--- src/design/pbcg_pkg.sv ---
// constants, register map and state types of the peripheral bus clock gates
// assumes a 32-bit apb slave port with 12-bit byte addresses
package pbcg_pkg;

	localparam int unsigned ADDR_W = 12;
	localparam int unsigned DATA_W = 32;
	localparam int unsigned REG_W  = 8;

	// register byte addresses
	localparam logic [ADDR_W-1:0] PORT_GATES_OFS   = 12'h000;
	localparam logic [ADDR_W-1:0] MISC_GATES_OFS   = 12'h004;
	localparam logic [ADDR_W-1:0] ANALOG_GATES_OFS = 12'h008;

	// implemented bits; every implemented gate comes up passing the clock
	localparam logic [REG_W-1:0] PORT_GATES_MASK   = 8'hFF;
	localparam logic [REG_W-1:0] MISC_GATES_MASK   = 8'h7F;
	localparam logic [REG_W-1:0] ANALOG_GATES_MASK = 8'hFD;
	localparam logic [REG_W-1:0] PORT_GATES_RST    = PORT_GATES_MASK;
	localparam logic [REG_W-1:0] MISC_GATES_RST    = MISC_GATES_MASK;
	localparam logic [REG_W-1:0] ANALOG_GATES_RST  = ANALOG_GATES_MASK;

	// port_clock_gates fields
	localparam int unsigned PORT_H_BIT = 7;
	localparam int unsigned PORT_G_BIT = 6;
	localparam int unsigned PORT_F_BIT = 5;
	localparam int unsigned PORT_E_BIT = 4;
	localparam int unsigned PORT_D_BIT = 3;
	localparam int unsigned PORT_C_BIT = 2;
	localparam int unsigned PORT_B_BIT = 1;
	localparam int unsigned PORT_A_BIT = 0;

	// misc_peripheral_clock_gates fields
	localparam int unsigned PIN_SELECT_BIT  = 6;
	localparam int unsigned CHECKSUM_BIT    = 5;
	localparam int unsigned FLEX_TIMER_BIT  = 4;
	localparam int unsigned DELAY_BLOCK_BIT = 3;
	localparam int unsigned MOD_TIMER1_BIT  = 2;
	localparam int unsigned MOD_TIMER2_BIT  = 1;
	localparam int unsigned MOD_TIMER3_BIT  = 0;

	// analog_system_clock_gates fields
	localparam int unsigned CMP_TWO_BIT    = 7;
	localparam int unsigned CMP_ONE_BIT    = 6;
	localparam int unsigned CMP_ZERO_BIT   = 5;
	localparam int unsigned BREAKPOINT_BIT = 4;
	localparam int unsigned RTC_BIT        = 3;
	localparam int unsigned PULSE_CNT_BIT  = 2;
	localparam int unsigned FLASH_BIT      = 0;

	// position of each register inside the flat gate vector
	localparam int unsigned PORT_BASE   = 0;
	localparam int unsigned MISC_BASE   = 8;
	localparam int unsigned ANALOG_BASE = 16;
	localparam int unsigned GATE_NUM    = 24;

	typedef enum logic [1:0] {SEL_NONE, SEL_PORT, SEL_MISC, SEL_ANALOG} pbcg_sel_t;

	typedef struct packed {
		logic [REG_W-1:0]  port_q;
		logic [REG_W-1:0]  misc_q;
		logic [REG_W-1:0]  analog_q;
		logic [DATA_W-1:0] rdata_q;
		logic              slverr_q;
	} pbcg_state_t;

	typedef struct packed {
		logic on_q;
	} pbcg_cell_state_t;

endpackage

--- src/design/pbcg_clock_gate.sv ---
// one glitch-free bus clock gate
// assumes en changes only just after a rising edge of clk
`timescale 1ns/10ps

module pbcg_clock_gate #(
	parameter logic RESET_ON = 1'b1
) (
	// clock and reset
	input  wire logic clk,
	input  wire logic rst_n,
	// control
	input  wire logic en,
	// gated clock and gate state
	output logic      gclk,
	output logic      gate_on
);

	pbcg_pkg::pbcg_cell_state_t s_q;
	pbcg_pkg::pbcg_cell_state_t s_d;

	always_comb
	begin
		s_d.on_q = en;
	end

	// enable caught on the falling edge of clk, so a change never cuts a high phase short
	always_ff @(negedge clk or negedge rst_n)
	begin
		if (!rst_n)
			s_q <= '{on_q: RESET_ON};
		else
			s_q <= s_d;
	end

	assign gclk    = clk & s_q.on_q;
	assign gate_on = s_q.on_q;

endmodule

--- src/design/pbcg_top.sv ---
// apb register block and clock gates for the on-chip peripherals
// assumes software quiets a peripheral before stopping its clock
`timescale 1ns/10ps

module pbcg_top (
	// clock and reset
	input  wire logic                          SYS_CLK,
	input  wire logic                          RESET_N,
	// apb slave
	input  wire logic                          PSEL,
	input  wire logic                          PENABLE,
	input  wire logic                          PWRITE,
	input  wire logic [pbcg_pkg::ADDR_W-1:0]   PADDR,
	input  wire logic [pbcg_pkg::DATA_W-1:0]   PWDATA,
	input  wire logic [3:0]                    PSTRB,
	output logic      [pbcg_pkg::DATA_W-1:0]   PRDATA,
	output logic                               PREADY,
	output logic                               PSLVERR,
	// gated port clocks
	output logic                               PORT_A_CLK,
	output logic                               PORT_B_CLK,
	output logic                               PORT_C_CLK,
	output logic                               PORT_D_CLK,
	output logic                               PORT_E0_CLK,
	output logic                               PORT_E1_CLK,
	output logic                               PORT_F_CLK,
	output logic                               PORT_G_CLK,
	output logic                               PORT_H_CLK,
	// gated misc peripheral clocks
	output logic                               PIN_SELECT_CLK,
	output logic                               CHECKSUM_CLK,
	output logic                               FLEX_TIMER_CLK,
	output logic                               DELAY_BLOCK_CLK,
	output logic                               MOD_TIMER_ONE_CLK,
	output logic                               MOD_TIMER_TWO_CLK,
	output logic                               MOD_TIMER_THREE_CLK,
	// gated analog and system clocks
	output logic                               CMP_TWO_CLK,
	output logic                               CMP_ONE_CLK,
	output logic                               CMP_ZERO_CLK,
	output logic                               BREAKPOINT_CLK,
	output logic                               RTC_CLK,
	output logic                               PULSE_COUNTER_CLK,
	output logic                               FLASH_CLK,
	// gate state as seen by the peripherals
	output logic      [pbcg_pkg::GATE_NUM-1:0] GATE_ON
);

	localparam logic [pbcg_pkg::GATE_NUM-1:0] IMPL_MASK = {
		pbcg_pkg::ANALOG_GATES_MASK, pbcg_pkg::MISC_GATES_MASK, pbcg_pkg::PORT_GATES_MASK};

	pbcg_pkg::pbcg_state_t s_q;
	pbcg_pkg::pbcg_state_t s_d;

	pbcg_pkg::pbcg_sel_t               sel;
	logic                              setup_ph;
	logic                              access_ph;
	logic                              wr_en;
	logic [pbcg_pkg::GATE_NUM-1:0]     gate_en;
	logic [pbcg_pkg::GATE_NUM-1:0]     gclk;

	function automatic pbcg_pkg::pbcg_sel_t decode_sel(input logic [pbcg_pkg::ADDR_W-1:0] addr);
		if (addr == pbcg_pkg::PORT_GATES_OFS)
			return pbcg_pkg::SEL_PORT;
		else if (addr == pbcg_pkg::MISC_GATES_OFS)
			return pbcg_pkg::SEL_MISC;
		else if (addr == pbcg_pkg::ANALOG_GATES_OFS)
			return pbcg_pkg::SEL_ANALOG;
		else
			return pbcg_pkg::SEL_NONE;
	endfunction

	// unused positions are masked so they stay 0 whatever is written
	function automatic logic [pbcg_pkg::REG_W-1:0] masked(
		input logic [pbcg_pkg::DATA_W-1:0] wdata,
		input logic [pbcg_pkg::REG_W-1:0]  mask);
		return wdata[pbcg_pkg::REG_W-1:0] & mask;
	endfunction

	function automatic logic [pbcg_pkg::DATA_W-1:0] widen(input logic [pbcg_pkg::REG_W-1:0] r);
		return {24'h00_0000, r};
	endfunction

	assign sel       = decode_sel(PADDR);
	assign setup_ph  = PSEL & ~PENABLE;
	assign access_ph = PSEL & PENABLE;
	// only the low byte lane holds register bits; other lanes alone change nothing
	assign wr_en     = access_ph & PWRITE & PSTRB[0];

	always_comb
	begin
		s_d = s_q;
		// read data and error are settled in the setup cycle, so they leave a flop
		if (setup_ph)
		begin
			s_d.slverr_q = (sel == pbcg_pkg::SEL_NONE);
			s_d.rdata_q  = 32'h0000_0000;
			if (!PWRITE)
			begin
				case (sel)
					pbcg_pkg::SEL_PORT:   s_d.rdata_q = widen(s_q.port_q);
					pbcg_pkg::SEL_MISC:   s_d.rdata_q = widen(s_q.misc_q);
					pbcg_pkg::SEL_ANALOG: s_d.rdata_q = widen(s_q.analog_q);
					default:              s_d.rdata_q = 32'h0000_0000;
				endcase
			end
		end
		if (wr_en)
		begin
			case (sel)
				pbcg_pkg::SEL_PORT:
					s_d.port_q = masked(PWDATA, pbcg_pkg::PORT_GATES_MASK);
				pbcg_pkg::SEL_MISC:
					s_d.misc_q = masked(PWDATA, pbcg_pkg::MISC_GATES_MASK);
				pbcg_pkg::SEL_ANALOG:
					s_d.analog_q = masked(PWDATA, pbcg_pkg::ANALOG_GATES_MASK);
				default:
					s_d.port_q = s_q.port_q;
			endcase
		end
	end

	always_ff @(posedge SYS_CLK or negedge RESET_N)
	begin
		if (!RESET_N)
		begin
			s_q.port_q   <= pbcg_pkg::PORT_GATES_RST;
			s_q.misc_q   <= pbcg_pkg::MISC_GATES_RST;
			s_q.analog_q <= pbcg_pkg::ANALOG_GATES_RST;
			s_q.rdata_q  <= 32'h0000_0000;
			s_q.slverr_q <= 1'b0;
		end
		else
			s_q <= s_d;
	end

	// one wait-free access phase; the setup cycle already fixed the answer
	assign PREADY  = access_ph;
	assign PRDATA  = s_q.rdata_q;
	assign PSLVERR = access_ph & s_q.slverr_q;

	assign gate_en = {s_q.analog_q, s_q.misc_q, s_q.port_q};

	// the bus clock itself is switched, not an enable, so idle peripherals draw no current
	genvar gi;
	generate
		for (gi = 0; gi < pbcg_pkg::GATE_NUM; gi++)
		begin : g_gate
			if (IMPL_MASK[gi])
			begin : g_cell
				pbcg_clock_gate #(
					.RESET_ON (1'b1)
				) u_gate (
					.clk     (SYS_CLK),
					.rst_n   (RESET_N),
					.en      (gate_en[gi]),
					.gclk    (gclk[gi]),
					.gate_on (GATE_ON[gi])
				);
			end
			else
			begin : g_none
				assign gclk[gi]    = 1'b0;
				assign GATE_ON[gi] = 1'b0;
			end
		end
	endgenerate

	assign PORT_H_CLK          = gclk[pbcg_pkg::PORT_BASE + pbcg_pkg::PORT_H_BIT];
	assign PORT_G_CLK          = gclk[pbcg_pkg::PORT_BASE + pbcg_pkg::PORT_G_BIT];
	assign PORT_F_CLK          = gclk[pbcg_pkg::PORT_BASE + pbcg_pkg::PORT_F_BIT];
	// both port e modules share one gate so they can never disagree
	assign PORT_E0_CLK         = gclk[pbcg_pkg::PORT_BASE + pbcg_pkg::PORT_E_BIT];
	assign PORT_E1_CLK         = gclk[pbcg_pkg::PORT_BASE + pbcg_pkg::PORT_E_BIT];
	assign PORT_D_CLK          = gclk[pbcg_pkg::PORT_BASE + pbcg_pkg::PORT_D_BIT];
	assign PORT_C_CLK          = gclk[pbcg_pkg::PORT_BASE + pbcg_pkg::PORT_C_BIT];
	assign PORT_B_CLK          = gclk[pbcg_pkg::PORT_BASE + pbcg_pkg::PORT_B_BIT];
	assign PORT_A_CLK          = gclk[pbcg_pkg::PORT_BASE + pbcg_pkg::PORT_A_BIT];
	assign PIN_SELECT_CLK      = gclk[pbcg_pkg::MISC_BASE + pbcg_pkg::PIN_SELECT_BIT];
	assign CHECKSUM_CLK        = gclk[pbcg_pkg::MISC_BASE + pbcg_pkg::CHECKSUM_BIT];
	assign FLEX_TIMER_CLK      = gclk[pbcg_pkg::MISC_BASE + pbcg_pkg::FLEX_TIMER_BIT];
	assign DELAY_BLOCK_CLK     = gclk[pbcg_pkg::MISC_BASE + pbcg_pkg::DELAY_BLOCK_BIT];
	assign MOD_TIMER_ONE_CLK   = gclk[pbcg_pkg::MISC_BASE + pbcg_pkg::MOD_TIMER1_BIT];
	assign MOD_TIMER_TWO_CLK   = gclk[pbcg_pkg::MISC_BASE + pbcg_pkg::MOD_TIMER2_BIT];
	assign MOD_TIMER_THREE_CLK = gclk[pbcg_pkg::MISC_BASE + pbcg_pkg::MOD_TIMER3_BIT];
	assign CMP_TWO_CLK         = gclk[pbcg_pkg::ANALOG_BASE + pbcg_pkg::CMP_TWO_BIT];
	assign CMP_ONE_CLK         = gclk[pbcg_pkg::ANALOG_BASE + pbcg_pkg::CMP_ONE_BIT];
	assign CMP_ZERO_CLK        = gclk[pbcg_pkg::ANALOG_BASE + pbcg_pkg::CMP_ZERO_BIT];
	assign BREAKPOINT_CLK      = gclk[pbcg_pkg::ANALOG_BASE + pbcg_pkg::BREAKPOINT_BIT];
	assign RTC_CLK             = gclk[pbcg_pkg::ANALOG_BASE + pbcg_pkg::RTC_BIT];
	assign PULSE_COUNTER_CLK   = gclk[pbcg_pkg::ANALOG_BASE + pbcg_pkg::PULSE_CNT_BIT];
	assign FLASH_CLK           = gclk[pbcg_pkg::ANALOG_BASE + pbcg_pkg::FLASH_BIT];

	// checks: a write reaches the gate state one edge after the access edge
	logic wr_port;
	logic wr_misc;
	logic wr_analog;

	assign wr_port   = wr_en & (sel == pbcg_pkg::SEL_PORT);
	assign wr_misc   = wr_en & (sel == pbcg_pkg::SEL_MISC);
	assign wr_analog = wr_en & (sel == pbcg_pkg::SEL_ANALOG);

	a_port_high_gates:
	assert property (@(posedge SYS_CLK) disable iff (!RESET_N)
		wr_port |=> GATE_ON[7:5] == $past(PWDATA[7:5]))
	else $error("port h g f gates do not follow the written bits");

	a_port_e_pair:
	assert property (@(posedge SYS_CLK) disable iff (!RESET_N)
		wr_port && !PWDATA[pbcg_pkg::PORT_E_BIT]
		|=> !GATE_ON[pbcg_pkg::PORT_E_BIT] && !PORT_E0_CLK && !PORT_E1_CLK)
	else $error("port e modules still clocked after their gate was cleared");

	a_port_low_gates:
	assert property (@(posedge SYS_CLK) disable iff (!RESET_N)
		wr_port ##1 !wr_port |-> ##1 GATE_ON[3:0] == $past(PWDATA[3:0], 2))
	else $error("port d c b a gates lost the written value");

	a_pin_select_gate:
	assert property (@(posedge SYS_CLK) disable iff (!RESET_N)
		wr_misc |=> GATE_ON[pbcg_pkg::MISC_BASE + 6] == $past(PWDATA[6]))
	else $error("pin select gate does not follow bit 6");

	a_checksum_gate:
	assert property (@(posedge SYS_CLK) disable iff (!RESET_N)
		wr_misc && PWDATA[5] |=> GATE_ON[pbcg_pkg::MISC_BASE + 5])
	else $error("checksum gate not opened by a write of 1");

	a_flex_timer_gate:
	assert property (@(posedge SYS_CLK) disable iff (!RESET_N)
		wr_misc && !PWDATA[4] |=> !GATE_ON[pbcg_pkg::MISC_BASE + 4])
	else $error("flexible timer gate not closed by a write of 0");

	a_delay_block_hold:
	assert property (@(posedge SYS_CLK) disable iff (!RESET_N)
		!wr_misc [*2] |-> $stable(GATE_ON[pbcg_pkg::MISC_BASE + 3]))
	else $error("delay block gate changed with no write");

	a_mod_timer_order:
	assert property (@(posedge SYS_CLK) disable iff (!RESET_N)
		wr_misc |=> GATE_ON[pbcg_pkg::MISC_BASE + 2 : pbcg_pkg::MISC_BASE] == $past(PWDATA[2:0]))
	else $error("modulo timer gates in the wrong order");

	a_comparator_gates:
	assert property (@(posedge SYS_CLK) disable iff (!RESET_N)
		wr_analog |=> GATE_ON[pbcg_pkg::ANALOG_BASE + 7 : pbcg_pkg::ANALOG_BASE + 5]
		== $past(PWDATA[7:5]))
	else $error("comparator gates do not follow bits 7 to 5");

	a_breakpoint_gate:
	assert property (@(posedge SYS_CLK) disable iff (!RESET_N)
		wr_analog |=> GATE_ON[pbcg_pkg::ANALOG_BASE + 4] == $past(PWDATA[4]))
	else $error("breakpoint gate does not follow bit 4");

	a_rtc_gate:
	assert property (@(posedge SYS_CLK) disable iff (!RESET_N)
		wr_analog && !PWDATA[3] |=> !RTC_CLK && !GATE_ON[pbcg_pkg::ANALOG_BASE + 3])
	else $error("real-time clock still clocked after clear");

	a_pulse_cnt_gate:
	assert property (@(posedge SYS_CLK) disable iff (!RESET_N)
		wr_analog |=> GATE_ON[pbcg_pkg::ANALOG_BASE + 2] == $past(PWDATA[2]))
	else $error("pulse counter gate does not follow bit 2");

	a_flash_gate:
	assert property (@(posedge SYS_CLK) disable iff (!RESET_N)
		wr_analog |=> GATE_ON[pbcg_pkg::ANALOG_BASE] == $past(PWDATA[0]))
	else $error("flash gate does not follow bit 0");

	a_reset_all_on:
	assert property (@(posedge SYS_CLK)
		!RESET_N |-> GATE_ON == IMPL_MASK && s_q.port_q == pbcg_pkg::PORT_GATES_RST)
	else $error("gates not all open during reset");

	a_unused_bits_zero:
	assert property (@(posedge SYS_CLK) disable iff (!RESET_N)
		access_ph && !PWRITE
		|-> PRDATA[31:8] == 24'h00_0000
		&& (sel != pbcg_pkg::SEL_MISC || !PRDATA[7])
		&& (sel != pbcg_pkg::SEL_ANALOG || !PRDATA[1]))
	else $error("unused register bits read back nonzero");

	a_misc_bit7_zero:
	assert property (@(posedge SYS_CLK) disable iff (!RESET_N)
		wr_misc |=> !s_q.misc_q[7] && !GATE_ON[pbcg_pkg::MISC_BASE + 7])
	else $error("unused misc bit 7 took a write");

	a_read_answer:
	assert property (@(posedge SYS_CLK) disable iff (!RESET_N)
		setup_ph && !PWRITE && sel == pbcg_pkg::SEL_ANALOG ##1 access_ph
		|-> PRDATA[7:0] == $past(s_q.analog_q) && !PSLVERR)
	else $error("analog gate register read back wrong");

	// a passed clock is still high just before the falling edge, a stopped one is low
	a_port_clk_levels:
	assert property (@(negedge SYS_CLK) disable iff (!RESET_N)
		{PORT_H_CLK, PORT_G_CLK, PORT_F_CLK, PORT_E0_CLK,
		PORT_D_CLK, PORT_C_CLK, PORT_B_CLK, PORT_A_CLK} == GATE_ON[7:0])
	else $error("a port clock does not match its gate");

	a_port_e_clk_pair:
	assert property (@(negedge SYS_CLK) disable iff (!RESET_N)
		PORT_E0_CLK == PORT_E1_CLK && PORT_E1_CLK == GATE_ON[pbcg_pkg::PORT_E_BIT])
	else $error("port e clocks differ from each other or from their gate");

	a_misc_clk_levels:
	assert property (@(negedge SYS_CLK) disable iff (!RESET_N)
		{PIN_SELECT_CLK, CHECKSUM_CLK, FLEX_TIMER_CLK, DELAY_BLOCK_CLK,
		MOD_TIMER_ONE_CLK, MOD_TIMER_TWO_CLK, MOD_TIMER_THREE_CLK}
		== GATE_ON[pbcg_pkg::MISC_BASE + 6 : pbcg_pkg::MISC_BASE])
	else $error("a misc peripheral clock does not match its gate");

	a_analog_clk_levels:
	assert property (@(negedge SYS_CLK) disable iff (!RESET_N)
		{CMP_TWO_CLK, CMP_ONE_CLK, CMP_ZERO_CLK, BREAKPOINT_CLK, RTC_CLK, PULSE_COUNTER_CLK}
		== GATE_ON[pbcg_pkg::ANALOG_BASE + 7 : pbcg_pkg::ANALOG_BASE + 2]
		&& FLASH_CLK == GATE_ON[pbcg_pkg::ANALOG_BASE])
	else $error("an analog or system clock does not match its gate");

	// the gate state trails the register only by the half cycle to the falling edge
	a_gate_state_match:
	assert property (@(posedge SYS_CLK) disable iff (!RESET_N)
		GATE_ON == (gate_en & IMPL_MASK))
	else $error("gate state differs from the gate registers");

	a_gates_hold_idle:
	assert property (@(posedge SYS_CLK) disable iff (!RESET_N)
		!wr_en |=> $stable(gate_en))
	else $error("gate registers changed with no accepted write");

	a_port_write_lands:
	assert property (@(posedge SYS_CLK) disable iff (!RESET_N)
		wr_port |=> s_q.port_q == $past(PWDATA[7:0]))
	else $error("port gate register did not take the written byte");

endmodule

--- config.mk ---
export PLATFORM = sky130hd
export DESIGN_NAME = pbcg_top
export DESIGN_NICKNAME = d
export VERILOG_FILES = /design/src/design/pbcg_pkg.sv /design/src/design/pbcg_clock_gate.sv /design/src/design/pbcg_top.sv
export SDC_FILE = /design/constraint.sdc
export NUM_CORES = 1
export LEC_CHECK = 0
export BUFFER_PORTS_ARGS = -buffer_cell sky130_fd_sc_hd__buf_2
export CORE_MARGIN = 2
export CORE_UTILIZATION = 40
export DETAILED_ROUTE_END_ITERATION = 16
export GPL_ROUTABILITY_DRIVEN = 0
export PLACE_DENSITY = 0.76
export SYNTH_ARGS = -nofsm -noshare
export SYNTH_HDL_FRONTEND = slang
export SYNTH_SLANG_ARGS = --single-unit
--- constraint.sdc ---
create_clock -name SYS_CLK -period 1.4 [get_ports SYS_CLK]
set_clock_uncertainty 0.1 [all_clocks]
set_input_delay 0.14 -clock SYS_CLK [delete_from_list [all_inputs] [get_ports SYS_CLK]]
set_output_delay 0.14 -clock SYS_CLK [all_outputs]
set_load 0.01 [all_outputs]
==> impl_metrics.json <==
{
  "crit_chain": "and2_4 -> clkbuf_8 -> buf_6",
  "power_per_cell_area_nw_per_um2": 1152,
  "hpwl_um": 3709,
  "critPathMaxFanout": 2,
  "coreArea_um2": 6350,
  "drive_above_1_share": 0.7155,
  "endpoint": "PORT_E0_CLK",
  "swShare": 0.2747,
  "synth_area_um2": 2638,
  "path_depth": 3,
  "p_leak_nw": 2.105,
  "crit_path_max_incr_delay_ps": 530,
  "cp-end-kind": "output pin",
  "ios": 134,
  "die_x_um": 85.20,
  "rows": 29,
  "yosys.area.top_type": "dfstp_2",
  "fin_area_um2": 4259,
  "crit_arrival_ps": 2080,
  "cp_slowest_cell": "dfstp_2",
  "status": "finished, violations left",
  "worst_hold_path_type": "in -> async",
  "cp_num_buf_inv": 2,
  "dpl_cell_area_um2": 3078,
  "reg2reg_depth": 0,
  "overflow": 0,
  "crit_family": "flip-flops",
  "reg2reg_slack_ps": 20,
  "ant_nets": 0,
  "track_usage": 0.1799,
  "io_buffers": 80,
  "yosysUniqueCellTypes": 31,
  "setup_viol": 75,
  "num_vias": 2020,
  "synthCells": 208,
  "yosys.area.top_type_share": 0.4383,
  "startpoint_type": "flop",
  "slew_viol_final": 0,
  "fin_nets": 398,
  "yosysWarnings": 0,
  "timing.rr.end": "g_gate[12].g_cell.u_gate.gate_on",
  "worst_slack_ps": -919.1,
  "p_int_mw": 3.560,
  "grt_pass1_vias": 2255,
  "ys_seq_area_frac": 0.5237,
  "clkPwrFrac": 0.637,
  "die_y_um": 85.20,
  "tritoncts": "yes",
  "hold_viol": 0,
  "rsz0062_at_grt": "yes",
  "start_util": 0.4154,
  "p_switching_mw": 1.348,
  "antenna_found_initial": 0,
  "top_usage_layer": "met2",
  "num_antenna_cells": 0,
  "ys_ff_latch": 53,
  "seq_power_share": 0.316,
  "r2r_start": "gate_en[12]",
  "dieArea_um2": 7259,
  "final_cell_mix": "buf_6, dfstp_2, buf_2",
  "p_comb_frac": 0.047,
  "required_ps": 1160,
  "clkLatencyLatePin_ps": 420,
  "grt_pass1_wl_um": 9860,
  "yosys-top-cells-area": "dfstp_2, buf_4, mux2_2, dfrtp_1, and2_1",
  "instances_no_fill": 425,
  "gr-usage-met1": 0.1922,
  "dp_cells": 353,
  "maxCapViolCount": 0,
  "wl_per_cell_um": 15.23,
  "fin_hold_ws_ps": 111.0,
  "power_mw": 4.907,
  "final_common_cell": "buf_6",
  "area_growth_pct": 61.48,
  "use_met3": 0.08463,
  "detail_route.iter0.violations": 69,
  "clk_pin_slew_ps": 110,
  "dp_slack_ps": -550.8,
  "met2_usage": 0.2514,
  "startpoint": "g_gate[4].g_cell.u_gate.gate_on",
  "critPathKind": "reg -> out",
  "ir_drop_mv": 0.8590,
  "violations": "negative setup slack",
  "synth.avg_cell_area_um2": 12.68,
  "grt_max_degree": 33,
  "via_per_inst": 4.753,
  "wl_um": 6471,
  "drcViolationCount": 0,
  "first_pass_iters": 4
}
[what timing repair did]
item / 4_1_cts / 5_1_grt
hold buffers: 9 / 0
endpoints found under the hold margin: 53 / 0
setup buffers: 3 / 18
endpoints found under the setup margin: 89 / 87
gates resized for setup: 68 / 27
pin swaps: 22 / 8
[synth_stat cells, drive strengths merged]
master   number
nor4          4
or3b          1
o2bb2ai       6
clkbuf        4
nand2         2
dfstp        44
or2           1
nor2          1
nor2b         1
a22o          7
and3          1
inv           1
buf          60
dfrtp         9
mux2i         8
o21ai         1
nand2b        1
mux2         22
conb          1
and2         23
nor3          1
a2111oi       1
a211o         1
a21bo         1
or4b          2
nand4         1
or4           3
[worst min-delay path by stage]
stage | start | endpoint | slack, ps | depth (start not counted)
floorplan | RESET_N | PRDATA[0] | -260 | 0
global route | RESET_N | PRDATA[1] | 120 | 3
finish | RESET_N | PRDATA[1] | 110 | 3
global placement | RESET_N | PRDATA[1] | 20 | 2
detailed placement | RESET_N | PRDATA[1] | 30 | 2
CTS | RESET_N | PRDATA[1] | 110 | 3
[layout make-up]
cell class,count,area (um^2)
clock inverter,26,136.4
tap,77,96.34
fill,466,2091
timing repair buffer,111,972.2
clock buffer,43,618.1
sequential,53,1381
multi-input combinational,115,1055
[layer usage]
metal / routed length, um / up-vias
met5: 0 / -
li1: - / 912
met4: 330 / 0
met2: 3141 / 113
met1: 2467 / 964
met3: 531 / 31
[cell families after synthesis]
kind of cell           after synthesis  synth area share
AND/OR/NAND/NOR                     42            0.1210
other                                1          0.001422
multiplexers                        30            0.1243
AO/OA/AOI/OAI                       17           0.05550
buffers and inverters               65            0.1741
flip-flops                          53            0.5237
[power by group through the flow]
stage | Clock (mW) | Combinational [mW] | Sequential, mW
finish | 3.13 | 0.230 | 1.55
global route | 3.38 | 0.254 | 1.55
CTS | 3.20 | 0.219 | 1.55
detailed placement | 0.113 | 0.188 | 1.57
global placement | 0.113 | 0.183 | 1.57
floorplan | 0.248 | 0.132 | 1.57
[tightest hold or removal path, cell delays in order]
cell	delay, ps
dlygate4sd3_1	520
buf_2	160
buf_12	170
[flip-flops by register name, summed over array words and instances, names as in the netlist]
signal	count
g_gate.g_cell.u_gate.gate_on	22
gate_en	22
PRDATA	8
s_q	1
[stage by stage]
step	util	TNS [ps]
floorplan	-	-19790
global placement	0.4847	-23320
detailed placement	0.4847	-24220
CTS	0.6337	-32920
global route	0.6707	-35980
finish	0.6707	-33910
Note: power is estimated with default switching activity, not from simulation.
